`config.mk`:
```
export PLATFORM = sky130hd
export DESIGN_NAME = pci_pin_change_interrupt
export DESIGN_NICKNAME = d
export VERILOG_FILES = /design/src/rtl/pci_pkg.sv /design/src/rtl/pci_pin_change_interrupt.sv /design/src/rtl/pci_edge_detect.sv
export VERILOG_INCLUDE_DIRS = /design/src /design/src/rtl
export SDC_FILE = /design/constraint.sdc
export NUM_CORES = 1
export LEC_CHECK = 0
export ABC_AREA = 1
export ABC_CLOCK_PERIOD_IN_PS = 1920
export BUFFER_PORTS_ARGS = -buffer_cell sky130_fd_sc_hd__buf_2
export CAP_MARGIN = 10
export CORE_MARGIN = 3
export CORE_UTILIZATION = 36
export DETAILED_ROUTE_END_ITERATION = 8
export PLACE_DENSITY = 0.57
export SLEW_MARGIN = 25
export SYNTH_ARGS = -nofsm -noshare
export SYNTH_HDL_FRONTEND = slang
export SYNTH_SLANG_ARGS = --single-unit
```
`constraint.sdc`:
```
create_clock -name pclk -period 1.92 [get_ports pclk]
set_input_delay 0 -clock pclk [delete_from_list [all_inputs] [get_ports pclk]]
set_output_delay 0 -clock pclk [all_outputs]
set_load 0.1 [all_outputs]
```
`src/rtl/pci_defines.svh`:
```
// constants for the pin change interrupt block: geometry, offsets, fields
`ifndef PCI_DEFINES_SVH
`define PCI_DEFINES_SVH

// ----------------------------------------------------------------
// geometry
// ----------------------------------------------------------------
`define PCI_NUM_PORTS 5
`define PCI_PORT_W 8
`define PCI_NUM_PINS 40
`define PCI_ADDR_W 8
`define PCI_DATA_W 32

// ----------------------------------------------------------------
// register map: port p at p*16, three words each
// ----------------------------------------------------------------
`define PCI_PORT_STRIDE 8'h10
`define PCI_OFS_RISE 8'h00
`define PCI_OFS_FALL 8'h04
`define PCI_OFS_FLAGS 8'h08
`define PCI_CORE_CTRL_ADDR 8'h50

// ----------------------------------------------------------------
// core interrupt control fields and reset values
// ----------------------------------------------------------------
`define PCI_CTRL_MIE_BIT 0
`define PCI_CTRL_SUM_BIT 1
`define PCI_RESET_PORT 8'h00
`define PCI_RESET_DATA 32'h0000_0000

// ----------------------------------------------------------------
// timing: synchroniser settle cycles before edges are believed
// ----------------------------------------------------------------
`define PCI_SETTLE_CYCLES 2'h3

`endif

```
`src/rtl/pci_pkg.sv`:
```
// types shared by the pin change interrupt block
package pci_pkg;

  // ----------------------------------------------------------------
  // types
  // ----------------------------------------------------------------
  typedef logic [7:0] pci_port_t;
  typedef logic [2:0] pci_port_idx_t;

  // which word of a port a bus address selects
  typedef enum logic [1:0]
  {
    PCI_KIND_RISE = 2'h0,
    PCI_KIND_FALL = 2'h1,
    PCI_KIND_FLAGS = 2'h2,
    PCI_KIND_CTRL = 2'h3
  } pci_kind_t;

  // bus slave phase, gray along idle -> answer -> idle
  typedef enum logic [1:0]
  {
    PCI_IDLE = 2'b00,
    PCI_ANSWER = 2'b01
  } pci_apb_state_t;

endpackage : pci_pkg

```
`src/rtl/pci_pin_change_interrupt.sv`:
```
// pin change interrupt: edge enables, sticky flags, summary and wake
//
// Chosen here: the register offsets and the APB interface to the registers.
`timescale 1ns/1ns
`default_nettype none

module pci_pin_change_interrupt
  import pci_pkg::*;
(
  input wire logic pclk,
  input wire logic presetn,
  input wire logic psel,
  input wire logic penable,
  input wire logic pwrite,
  input wire logic [7:0] paddr,
  input wire logic [31:0] pwdata,
  input wire logic [3:0] pstrb,
  output logic [31:0] prdata,
  output logic pready,
  output logic pslverr,
  input wire logic [39:0] pins,
  output logic change_irq,
  output logic wake_request,
  output logic change_irq_summary_flag
);

  `include "pci_defines.svh"

  // ----------------------------------------------------------------
  // address decode
  // ----------------------------------------------------------------

  // port number of an address; the core control word maps to port 5
  function automatic pci_port_idx_t addr_port(input logic [7:0] a);
    addr_port = a[6:4];
  endfunction : addr_port

  // word kind of an address inside its port
  function automatic pci_kind_t addr_kind(input logic [7:0] a);
    pci_kind_t k;
    k = PCI_KIND_RISE;
    if (a == `PCI_CORE_CTRL_ADDR)
    begin
      k = PCI_KIND_CTRL;
    end
    else if (a[3:0] == 4'(`PCI_OFS_FALL))
    begin
      k = PCI_KIND_FALL;
    end
    else if (a[3:0] == 4'(`PCI_OFS_FLAGS))
    begin
      k = PCI_KIND_FLAGS;
    end
    addr_kind = k;
  endfunction : addr_kind

  // true when the address names a real register
  function automatic logic addr_ok(input logic [7:0] a);
    logic ok;
    ok = 1'b0;
    if (a == `PCI_CORE_CTRL_ADDR)
    begin
      ok = 1'b1;
    end
    else if (a[7] == 1'b0 && a[6:4] < 3'(`PCI_NUM_PORTS))
    begin
      ok = (a[3:0] == 4'(`PCI_OFS_RISE)) || (a[3:0] == 4'(`PCI_OFS_FALL))
        || (a[3:0] == 4'(`PCI_OFS_FLAGS));
    end
    addr_ok = ok;
  endfunction : addr_ok

  // ----------------------------------------------------------------
  // state
  // ----------------------------------------------------------------
  pci_port_t rise_en [`PCI_NUM_PORTS];
  pci_port_t fall_en [`PCI_NUM_PORTS];
  pci_port_t flags [`PCI_NUM_PORTS];
  pci_port_t edge_hit [`PCI_NUM_PORTS];
  logic change_irq_master_enable;
  pci_apb_state_t apb_state;
  pci_apb_state_t next_apb_state;
  logic wr_fire;
  logic any_flag;
  logic [31:0] next_rdata;
  pci_port_idx_t req_port;
  pci_kind_t req_kind;

  // ----------------------------------------------------------------
  // bus slave: no wait state, answer registered in the setup cycle
  // ----------------------------------------------------------------
  assign req_port = addr_port(paddr);
  assign req_kind = addr_kind(paddr);

  // setup arms the answer; the access edge with pready ends it
  always_comb
  begin
    next_apb_state = apb_state;
    unique case (apb_state)
      PCI_IDLE:
      begin
        if (psel && !penable)
        begin
          next_apb_state = PCI_ANSWER;
        end
      end
      PCI_ANSWER:
      begin
        next_apb_state = PCI_IDLE;
      end
      default:
      begin
        next_apb_state = PCI_IDLE;
      end
    endcase
  end

  always_ff @(posedge pclk or negedge presetn)
  begin
    if (!presetn)
    begin
      apb_state <= PCI_IDLE;
    end
    else
    begin
      apb_state <= next_apb_state;
    end
  end

  // pready straight from a flop, high for exactly the access cycle
  always_ff @(posedge pclk or negedge presetn)
  begin
    if (!presetn)
    begin
      pready <= 1'b0;
    end
    else
    begin
      pready <= (apb_state == PCI_IDLE) && psel && !penable;
    end
  end

  // unmapped addresses answer with an error and write nothing
  always_ff @(posedge pclk or negedge presetn)
  begin
    if (!presetn)
    begin
      pslverr <= 1'b0;
    end
    else if ((apb_state == PCI_IDLE) && psel && !penable)
    begin
      pslverr <= !addr_ok(paddr);
    end
    else
    begin
      pslverr <= 1'b0;
    end
  end

  // a write lands only on the access edge that sees pready
  assign wr_fire = psel && penable && pready && pwrite && !pslverr;

  // read mux; unused upper bits read as zero
  always_comb
  begin
    next_rdata = `PCI_RESET_DATA;
    if (addr_ok(paddr))
    begin
      unique case (req_kind)
        PCI_KIND_RISE:
        begin
          next_rdata[7:0] = rise_en[req_port];
        end
        PCI_KIND_FALL:
        begin
          next_rdata[7:0] = fall_en[req_port];
        end
        PCI_KIND_FLAGS:
        begin
          next_rdata[7:0] = flags[req_port];
        end
        PCI_KIND_CTRL:
        begin
          next_rdata[`PCI_CTRL_MIE_BIT] = change_irq_master_enable;
          next_rdata[`PCI_CTRL_SUM_BIT] = change_irq_summary_flag;
        end
      endcase
    end
  end

  // read data captured in setup and held through the access cycle
  always_ff @(posedge pclk or negedge presetn)
  begin
    if (!presetn)
    begin
      prdata <= `PCI_RESET_DATA;
    end
    else if ((apb_state == PCI_IDLE) && psel && !penable && !pwrite)
    begin
      prdata <= next_rdata;
    end
    else if (pready)
    begin
      prdata <= `PCI_RESET_DATA;
    end
  end

  // ----------------------------------------------------------------
  // control bits
  // ----------------------------------------------------------------

  // master enable lives in byte lane 0 of the core control word
  always_ff @(posedge pclk or negedge presetn)
  begin
    if (!presetn)
    begin
      change_irq_master_enable <= 1'b0;
    end
    else if (wr_fire && req_kind == PCI_KIND_CTRL && pstrb[0])
    begin
      change_irq_master_enable <= pwdata[`PCI_CTRL_MIE_BIT];
    end
  end

  // ----------------------------------------------------------------
  // per-port detectors, enables and sticky flags
  // ----------------------------------------------------------------
  genvar gp;
  generate
    for (gp = 0; gp < `PCI_NUM_PORTS; gp++)
    begin : g_port

      // every pin has both detectors, gated only by its enables once primed
      pci_edge_detect u_edge
      (
        .pclk(pclk),
        .presetn(presetn),
        .pin(pins[gp*8 +: 8]),
        .rise_en(rise_en[gp]),
        .fall_en(fall_en[gp]),
        .edge_hit(edge_hit[gp])
      );

      // rising edge enable word
      always_ff @(posedge pclk or negedge presetn)
      begin
        if (!presetn)
        begin
          rise_en[gp] <= `PCI_RESET_PORT;
        end
        else if (wr_fire && req_kind == PCI_KIND_RISE && req_port == 3'(gp)
          && pstrb[0])
        begin
          rise_en[gp] <= pwdata[7:0];
        end
      end

      // falling edge enable word
      always_ff @(posedge pclk or negedge presetn)
      begin
        if (!presetn)
        begin
          fall_en[gp] <= `PCI_RESET_PORT;
        end
        else if (wr_fire && req_kind == PCI_KIND_FALL && req_port == 3'(gp)
          && pstrb[0])
        begin
          fall_en[gp] <= pwdata[7:0];
        end
      end

      // flags set regardless of master enable; an edge in the write
      // cycle is or-ed in after the written value, so it always wins
      always_ff @(posedge pclk or negedge presetn)
      begin
        if (!presetn)
        begin
          flags[gp] <= `PCI_RESET_PORT;
        end
        else if (wr_fire && req_kind == PCI_KIND_FLAGS && req_port == 3'(gp)
          && pstrb[0])
        begin
          flags[gp] <= pwdata[7:0] | edge_hit[gp];
        end
        else
        begin
          flags[gp] <= flags[gp] | edge_hit[gp];
        end
      end

    end
  endgenerate

  // ----------------------------------------------------------------
  // summary, request and wake
  // ----------------------------------------------------------------

  // wide or over every flag of every port
  always_comb
  begin
    any_flag = 1'b0;
    for (int i = 0; i < `PCI_NUM_PORTS; i++)
    begin
      any_flag = any_flag | (|flags[i]);
    end
  end

  // summary follows the flags one cycle later, as a flop
  always_ff @(posedge pclk or negedge presetn)
  begin
    if (!presetn)
    begin
      change_irq_summary_flag <= 1'b0;
    end
    else
    begin
      change_irq_summary_flag <= any_flag;
    end
  end

  // request held as long as any flag stands and the master is on
  always_ff @(posedge pclk or negedge presetn)
  begin
    if (!presetn)
    begin
      change_irq <= 1'b0;
    end
    else
    begin
      change_irq <= any_flag && change_irq_master_enable;
    end
  end

  // wake uses the same term; the core clock keeps running in sleep
  // for this block, so a sleep edge is in the flags before wake
  always_ff @(posedge pclk or negedge presetn)
  begin
    if (!presetn)
    begin
      wake_request <= 1'b0;
    end
    else
    begin
      wake_request <= any_flag && change_irq_master_enable;
    end
  end

endmodule : pci_pin_change_interrupt

`default_nettype wire

```
`src/rtl/pci_edge_detect.sv`:
```
// per-port input synchroniser and rising/falling edge detector
`timescale 1ns/1ns
`default_nettype none

module pci_edge_detect
  import pci_pkg::*;
(
  input wire logic pclk,
  input wire logic presetn,
  input wire pci_pkg::pci_port_t pin,
  input wire pci_pkg::pci_port_t rise_en,
  input wire pci_pkg::pci_port_t fall_en,
  output pci_pkg::pci_port_t edge_hit
);

  `include "pci_defines.svh"

  pci_port_t sync_a;
  pci_port_t sync_b;
  pci_port_t prev;
  logic [1:0] settle;
  logic primed;

  // two flops before anything looks at the pins
  always_ff @(posedge pclk or negedge presetn)
  begin
    if (!presetn)
    begin
      sync_a <= `PCI_RESET_PORT;
      sync_b <= `PCI_RESET_PORT;
      prev <= `PCI_RESET_PORT;
    end
    else
    begin
      sync_a <= pin;
      sync_b <= sync_a;
      prev <= sync_b;
    end
  end

  // hold off detection until the chain holds real pin levels,
  // so a pin that is high at reset release is no rising edge
  always_ff @(posedge pclk or negedge presetn)
  begin
    if (!presetn)
    begin
      settle <= 2'h0;
      primed <= 1'b0;
    end
    else if (settle != `PCI_SETTLE_CYCLES)
    begin
      settle <= settle + 2'h1;
    end
    else
    begin
      primed <= 1'b1;
    end
  end

  // one-cycle pulse per enabled edge; both enables give both edges
  always_ff @(posedge pclk or negedge presetn)
  begin
    if (!presetn)
    begin
      edge_hit <= `PCI_RESET_PORT;
    end
    else if (primed)
    begin
      edge_hit <= (sync_b & ~prev & rise_en) | (~sync_b & prev & fall_en);
    end
    else
    begin
      edge_hit <= `PCI_RESET_PORT;
    end
  end

endmodule : pci_edge_detect

`default_nettype wire

```
# ---- Word-level counts from Yosys, hierarchy flattened
# Index checks and enable logic that the tools add are counted.
dict set report op_classes {
  n_addsub 5
  multipliers 0
  n_div 0
  n_lt_le_gt_ge 2
  eq_ne 16
  n_shift 0
  n_mux 33
  n_bitwise 51
  reduce_logical 61
}
# op count
set op_table {}
lappend op_table {{$and A8 B8 Y8} 20}
lappend op_table {{$mux W8} 17}
lappend op_table {{$or A8 B8 Y8} 15}
lappend op_table {{$not A8 Y8} 10}
lappend op_table {{$bmux W8 S3} 3}
lappend op_table {{$mux W32} 2}
lappend op_table {{$logic_and A1 B1 Y1} 45}
lappend op_table {{$reduce_or A8 Y1} 5}
lappend op_table {{$pmux W6 S3} 1}
lappend op_table {{$ne A2 B2 Y1 const B} 6}
lappend op_table {{$add A2 B1 Y2 const B} 5}
lappend op_table {{$mux W2} 5}
lappend op_table {{$eq A8 B7 Y1 const B} 1}
lappend op_table {{$pmux W2 S4} 1}
lappend op_table {{$eq A3 B2 Y1 const B} 2}
lappend op_table {{$eq A2 B2 Y1 const B} 2}
lappend op_table {{$eq A4 B3 Y1 const B} 1}
lappend op_table {{$eq A4 B4 Y1 const B} 1}
lappend op_table {{$ge A4 B4 Y1 const B} 1}
lappend op_table {{$logic_not A1 Y1} 4}
lappend op_table {{$logic_not A2 Y1} 2}
lappend op_table {{$logic_not A4 Y1} 1}
lappend op_table {{$mux W1} 4}
lappend op_table {{$not A3 Y4} 1}
lappend op_table {{other kinds (9)} 13}
dict set report totals {
  reg_bits 334
  latch_bits 0
  ram_bits 0
  romBits 0
  inputBits 89
  output_inout_bits 37
  wordCells 220
  mem_count 0
}

# ---- Longest topological paths before layout
dict set report logic_depth {
  word_depth 9
  depth_mapped 13
  depth_no_buf 11
}

# ---- By module
# A second synthesis with hierarchy kept.
dict set report unflattened {
  cells_unflattened 1436
  hier_area_um2 12988.7
}
# mod n_inst cells_each area_per_inst_um2 seq_area_each_um2
set by_module_without_submodules {}
lappend by_module_without_submodules {pci_pin_change_interrupt 1 946 7252.0 3353.2}
lappend by_module_without_submodules {pci_edge_detect 5 98 1147.4 875.8}

# ---- Worst setup path before layout
# No wires, ideal clock.
dict set report synth_path {
  path_type {flip-flop to flip-flop}
  start {register pready}
  end {register flags[6] (netlist name)}
  setup_time_ns 0.134
  t_arrival_ns 2.022
  t_required_ns 1.786
  path_slack_ns -0.236
  stages_incl_launch_ff 9
  n_path_buf 1
  synth_period_minus_slack_ns 2.156
  cell_sequence {dfrtp_1 > nand2_1 > nor2_1 > nand3_4 > nor2_4 > nand2_2 > buf_2 > a21oi_1 > o21ai_1}
}
dict set report synth_between {
  elab_chain_len 7
}
# item line_no
set synth_lines {}
lappend synth_lines {{start: declaration} pci_pin_change_interrupt.sv:19} ;# output logic pready,
lappend synth_lines {{start signal: assignment} pci_pin_change_interrupt.sv:139} ;# pready <= (apb_state == PCI_IDLE) && psel && !penable;
lappend synth_lines {{$logic_and A1 B1 Y1 (3 in a row)} pci_pin_change_interrupt.sv:161} ;# assign wr_fire = psel && penable && pready && pwrite && !pslverr;
lappend synth_lines {{$logic_and A1 B1 Y1 (2 in a row)} pci_pin_change_interrupt.sv:280} ;# else if (wr_fire && req_kind == PCI_KIND_FLAGS && req_port == 3'(gp)
lappend synth_lines {{$logic_and A1 B1 Y1} pci_pin_change_interrupt.sv:281} ;# && pstrb[0])
lappend synth_lines {{$mux W8} pci_pin_change_interrupt.sv:280}
lappend synth_lines {{end signal: indexed assignment} pci_pin_change_interrupt.sv:278} ;# flags[gp] <= `PCI_RESET_PORT;
lappend synth_lines {{end signal: indexed assignment} pci_pin_change_interrupt.sv:283} ;# flags[gp] <= pwdata[7:0] | edge_hit[gp];
lappend synth_lines {{end signal: indexed assignment} pci_pin_change_interrupt.sv:287} ;# flags[gp] <= flags[gp] | edge_hit[gp];
lappend synth_lines {{end: declaration} pci_pin_change_interrupt.sv:78} ;# pci_port_t flags [`PCI_NUM_PORTS];
# Every way passes these cells.
# A chain may end at the register's enable or synchronous reset.

# ---- Worst setup path after layout
dict set report layout_path {
  start {register pslverr}
  end {register flags[31] (netlist name)}
}
dict set report layout_between {
  elab_chain_len 6
}
# item line_no
set layout_lines {}
lappend layout_lines {{start: declaration} pci_pin_change_interrupt.sv:20} ;# output logic pslverr,
lappend layout_lines {{start signal: assignment} pci_pin_change_interrupt.sv:152} ;# pslverr <= !addr_ok(paddr);
lappend layout_lines {{$logic_not A1 Y1} pci_pin_change_interrupt.sv:161}
lappend layout_lines {{$logic_and A1 B1 Y1} pci_pin_change_interrupt.sv:161}
lappend layout_lines {{$logic_and A1 B1 Y1 (2 in a row)} pci_pin_change_interrupt.sv:280}
lappend layout_lines {{$logic_and A1 B1 Y1} pci_pin_change_interrupt.sv:281}
lappend layout_lines {{$mux W8} pci_pin_change_interrupt.sv:280}
# Every way passes these cells.

==> flow_metrics.env <==
export IMPL_cp_max_fo=16
export IMPL_seq_area_frac_synth_pct=61.99
export IMPL_diodes=0
export IMPL_fin_setup_tns_ps=0
export IMPL_relSlewSlack_pct=49.23
export IMPL_root_buffer="clkbuf_16"
export IMPL_dr_first_iter_drc_count=673
export IMPL_r2r_end="flags[31]"
export IMPL_slowest_stage="dfrtp_2"
export IMPL_placed_area_um2=13330
export IMPL_finalHoldViolCount=0
export IMPL_maxCapViolations=0
export IMPL_antenna_found_initial=0
export IMPL_grt_pass1_wl_um=50940
export IMPL_multiInputGateArea_um2=3905
export IMPL_p_leak_nw=7.195
export IMPL_tightest_slew_ps=760.8
export IMPL_r2r_slack_ps=200
export IMPL_ys_warn_count=0
export IMPL_firstDrtPassIters=5
export IMPL_sw_frac_of_total_pct=24.36
export IMPL_cts_resized=0
export IMPL_start_kind="register"
export IMPL_cts_sinks=309
export IMPL_ioPinCount=126
export IMPL_worstSetupPathType="register to register"
export IMPL_crit_chain="nor2_1 > nand3_4 > nor2_4 > buf_4 > nand2_2 > a21oi_1 > o21ai_0"
export IMPL_n_fill_cell=3262
export IMPL_ys_ff_latch=309
export IMPL_placedCellCount=1784
export IMPL_timing_rr_start="pslverr"
export IMPL_path_clk_slew_ps=60
export IMPL_synth_avg_cell_area_um2=9.699
export IMPL_hold_ws_ps=2.874
export IMPL_min_period_over_period_pct=89.66
export IMPL_initial_core_util_pct=36.83
export IMPL_fin_ws_ps=198.5
export IMPL_cp_num_cells=7
export IMPL_syn_inst=1286
export IMPL_cts_tree="yes"
export IMPL_critical_path_max_stage_delay_ps=400
export IMPL_post_route_drc_count=0
export IMPL_wl_per_cell_um=17.03
export IMPL_seqPwrFrac_pct=48.3
export IMPL_grt_pass1_vias=8997
export IMPL_worstSkewPairLatency_ps=520
export IMPL_final_cells=1900
export IMPL_cts_inserted_buffers=34
export IMPL_synthDistinctLibCells=38
export IMPL_vias=9064
export IMPL_arrival_ps=2100
export IMPL_layout_commonest_cell="nand2_1"
export IMPL_rsz0062_at_grt="false"
export IMPL_setup_viol=0
export IMPL_grt_max_degree=57
export IMPL_die_area_um2=36920
export IMPL_io_buffer_count=74
export IMPL_grt_ovfl_total=0
export IMPL_postLayoutCellArea_um2=14960
export IMPL_p_int_mw=10.70
export IMPL_num_rows=67
export IMPL_dp_slack_ps=156.2
export IMPL_status="completed"
export IMPL_clockBufferDepth=3
export IMPL_avgViaCountPerCell=4.771
export IMPL_synth_area_um2=12470
export IMPL_hold_path_class="input pin to asynchronous set/reset pin"
export IMPL_die_h_um=192.1
export IMPL_final_cell_mix="nand2_1, dfrtp_1, inv_1"
export IMPL_syn2layout_area_growth_pct=19.97
export IMPL_required_ps=2290
export IMPL_seq_area_um2=7735
export IMPL_final_core_util_pct=44.19
export IMPL_gp_congestion=0.9263
export IMPL_power_mw=14.15
export IMPL_h_tree_depth=2
export IMPL_drtAntennaViolNets=0
export IMPL_drt_wl_total_um=32350
export IMPL_end_kind="register"
export IMPL_p_per_area_nw_per_um2=945.5
export IMPL_r2r_cells=7
export IMPL_clkPwrFrac_pct=44.2
export IMPL_path_delay_family="simple AND/OR/NAND/NOR gates"
export IMPL_power_switching_mw=3.447
export IMPL_ir_worst_vdd_v=0.0006497
export IMPL_dpl_hpwl_um=22630
export IMPL_crit_buf_inv=1
export IMPL_fin_skew_ps=22.29
export IMPL_die_x_um=192.1
export IMPL_grt_use_total_pct=17.95
export IMPL_core_area_um2=33870
export IMPL_combPwrFrac_pct=7.5
export IMPL_post_route_min_period_ps=1721
export IMPL_slew_viol_final=0
export IMPL_max_freq_mhz=580.9
export IMPL_drive_gt1_share_pct=15.15
export IMPL_nets=1522
==> cells in the mapped netlist <==
master	count	share of area, %
nand3_1	47	1.9
inv_2	9	0.27
xnor2_1	5	0.35
nor4_1	2	0.10
ha_1	5	0.50
nor3_4	1	0.13
a21oi_1	80	3.2
clkinv_1	1	0.030
nand4_1	5	0.25
nor2_2	3	0.15
o21ai_2	18	1.3
buf_4	27	1.6
buf_2	18	0.72
buf_6	6	0.54
nand2_4	6	0.54
conb_1	1	0.030
or2_2	4	0.20
nor2_1	35	1.1
nor3_1	11	0.44
nand3_4	1	0.14
nand2_1	345	10
a211oi_1	12	0.72
nand3b_1	1	0.060
inv_4	1	0.050
mux2_2	4	0.36
o21ai_1	90	3.6
nor3b_1	22	1.3
o22ai_1	2	0.10
o21ai_0	46	1.8
nor2_8	1	0.16
clkbuf_1	18	0.54
o21a_1	6	0.36
buf_1	3	0.090
o31ai_1	11	0.66
inv_1	117	3.5
nand2_2	10	0.50
dfrtp_1	309	62
nor2_4	3	0.27
==> state kept, by name, summed over array words and instances (netlist names) <==
register	cells
apb_state	1
change_irq_master_enable	1
change_irq_summary_flag	1
fall_en	40
flags	40
g_port.u_edge.edge_hit	40
g_port.u_edge.prev	40
g_port.u_edge.primed	5
g_port.u_edge.settle	10
g_port.u_edge.sync_a	40
g_port.u_edge.sync_b	40
prdata	8
pready	1
pslverr	1
rise_en	40
wake_request	1
==> cell families after synthesis <==
kind of cell             count (synthesis)  share of synthesized area (%)
AO/OA/AOI/OAI                          265                          11.78
XOR/XNOR                                 5                         0.3511
adder cells (fa/ha/maj)                  5                         0.5016
buffers and inverters                  200                          7.393
flip-flops                             309                          61.99
multiplexers                             4                         0.3611
other                                    1                        0.03006
AND/OR/NAND/NOR                        497                          17.59
==> area by class of cell <==
class                           count  area share (%)
Tap cell                          448           3.746
Clock inverter                     14          0.7943
Multi-Input combinational cell    800           26.10
Sequential cell                   309           51.69
Clock buffer                       46           6.455
Inverter                          128           3.227
Timing Repair Buffer              155           7.993
==> timing repair <==
action                                  4_1_cts  5_1_grt
endpoints found under the setup margin        0        2
hold endpoints to repair                    400        0
buffers inserted                              0        3
hold buffers                                 53        0
==> layer usage <==
layer	vias up	GRT usage, %	wire, µm
li1	4396	-	-
met1	4379	25.59	15070
met2	236	28.31	14690
met3	53	2.756	1677
met4	0	5.576	914
met5	-	0	0
==> worst max-delay path by stage <==
| stage | startpoint | to | slack [ps] |
|---|---|---|---|
| CTS | pslverr | flags[31] | 170 |
| detailed placement | pslverr | flags[31] | 160 |
| finish | pslverr | flags[31] | 200 |
| floorplan | pready | flags[6] | 50 |
| global placement | pready | flags[31] | 180 |
| global route | pready | flags[31] | 40 |
==> power groups by stage <==
stage          registers [mW]  clock network [mW]  logic (mW)
4_1_cts                  6.83                6.43        1.07
6_report                 6.83                6.25        1.07
3_3_place_gp             6.95                   0       0.981
2_1_floorplan            6.94                   0       0.593
5_1_grt                  6.86                6.71        1.17
3_5_place_dp             6.95                   0       0.988
(Power assumes the default switching activity.)
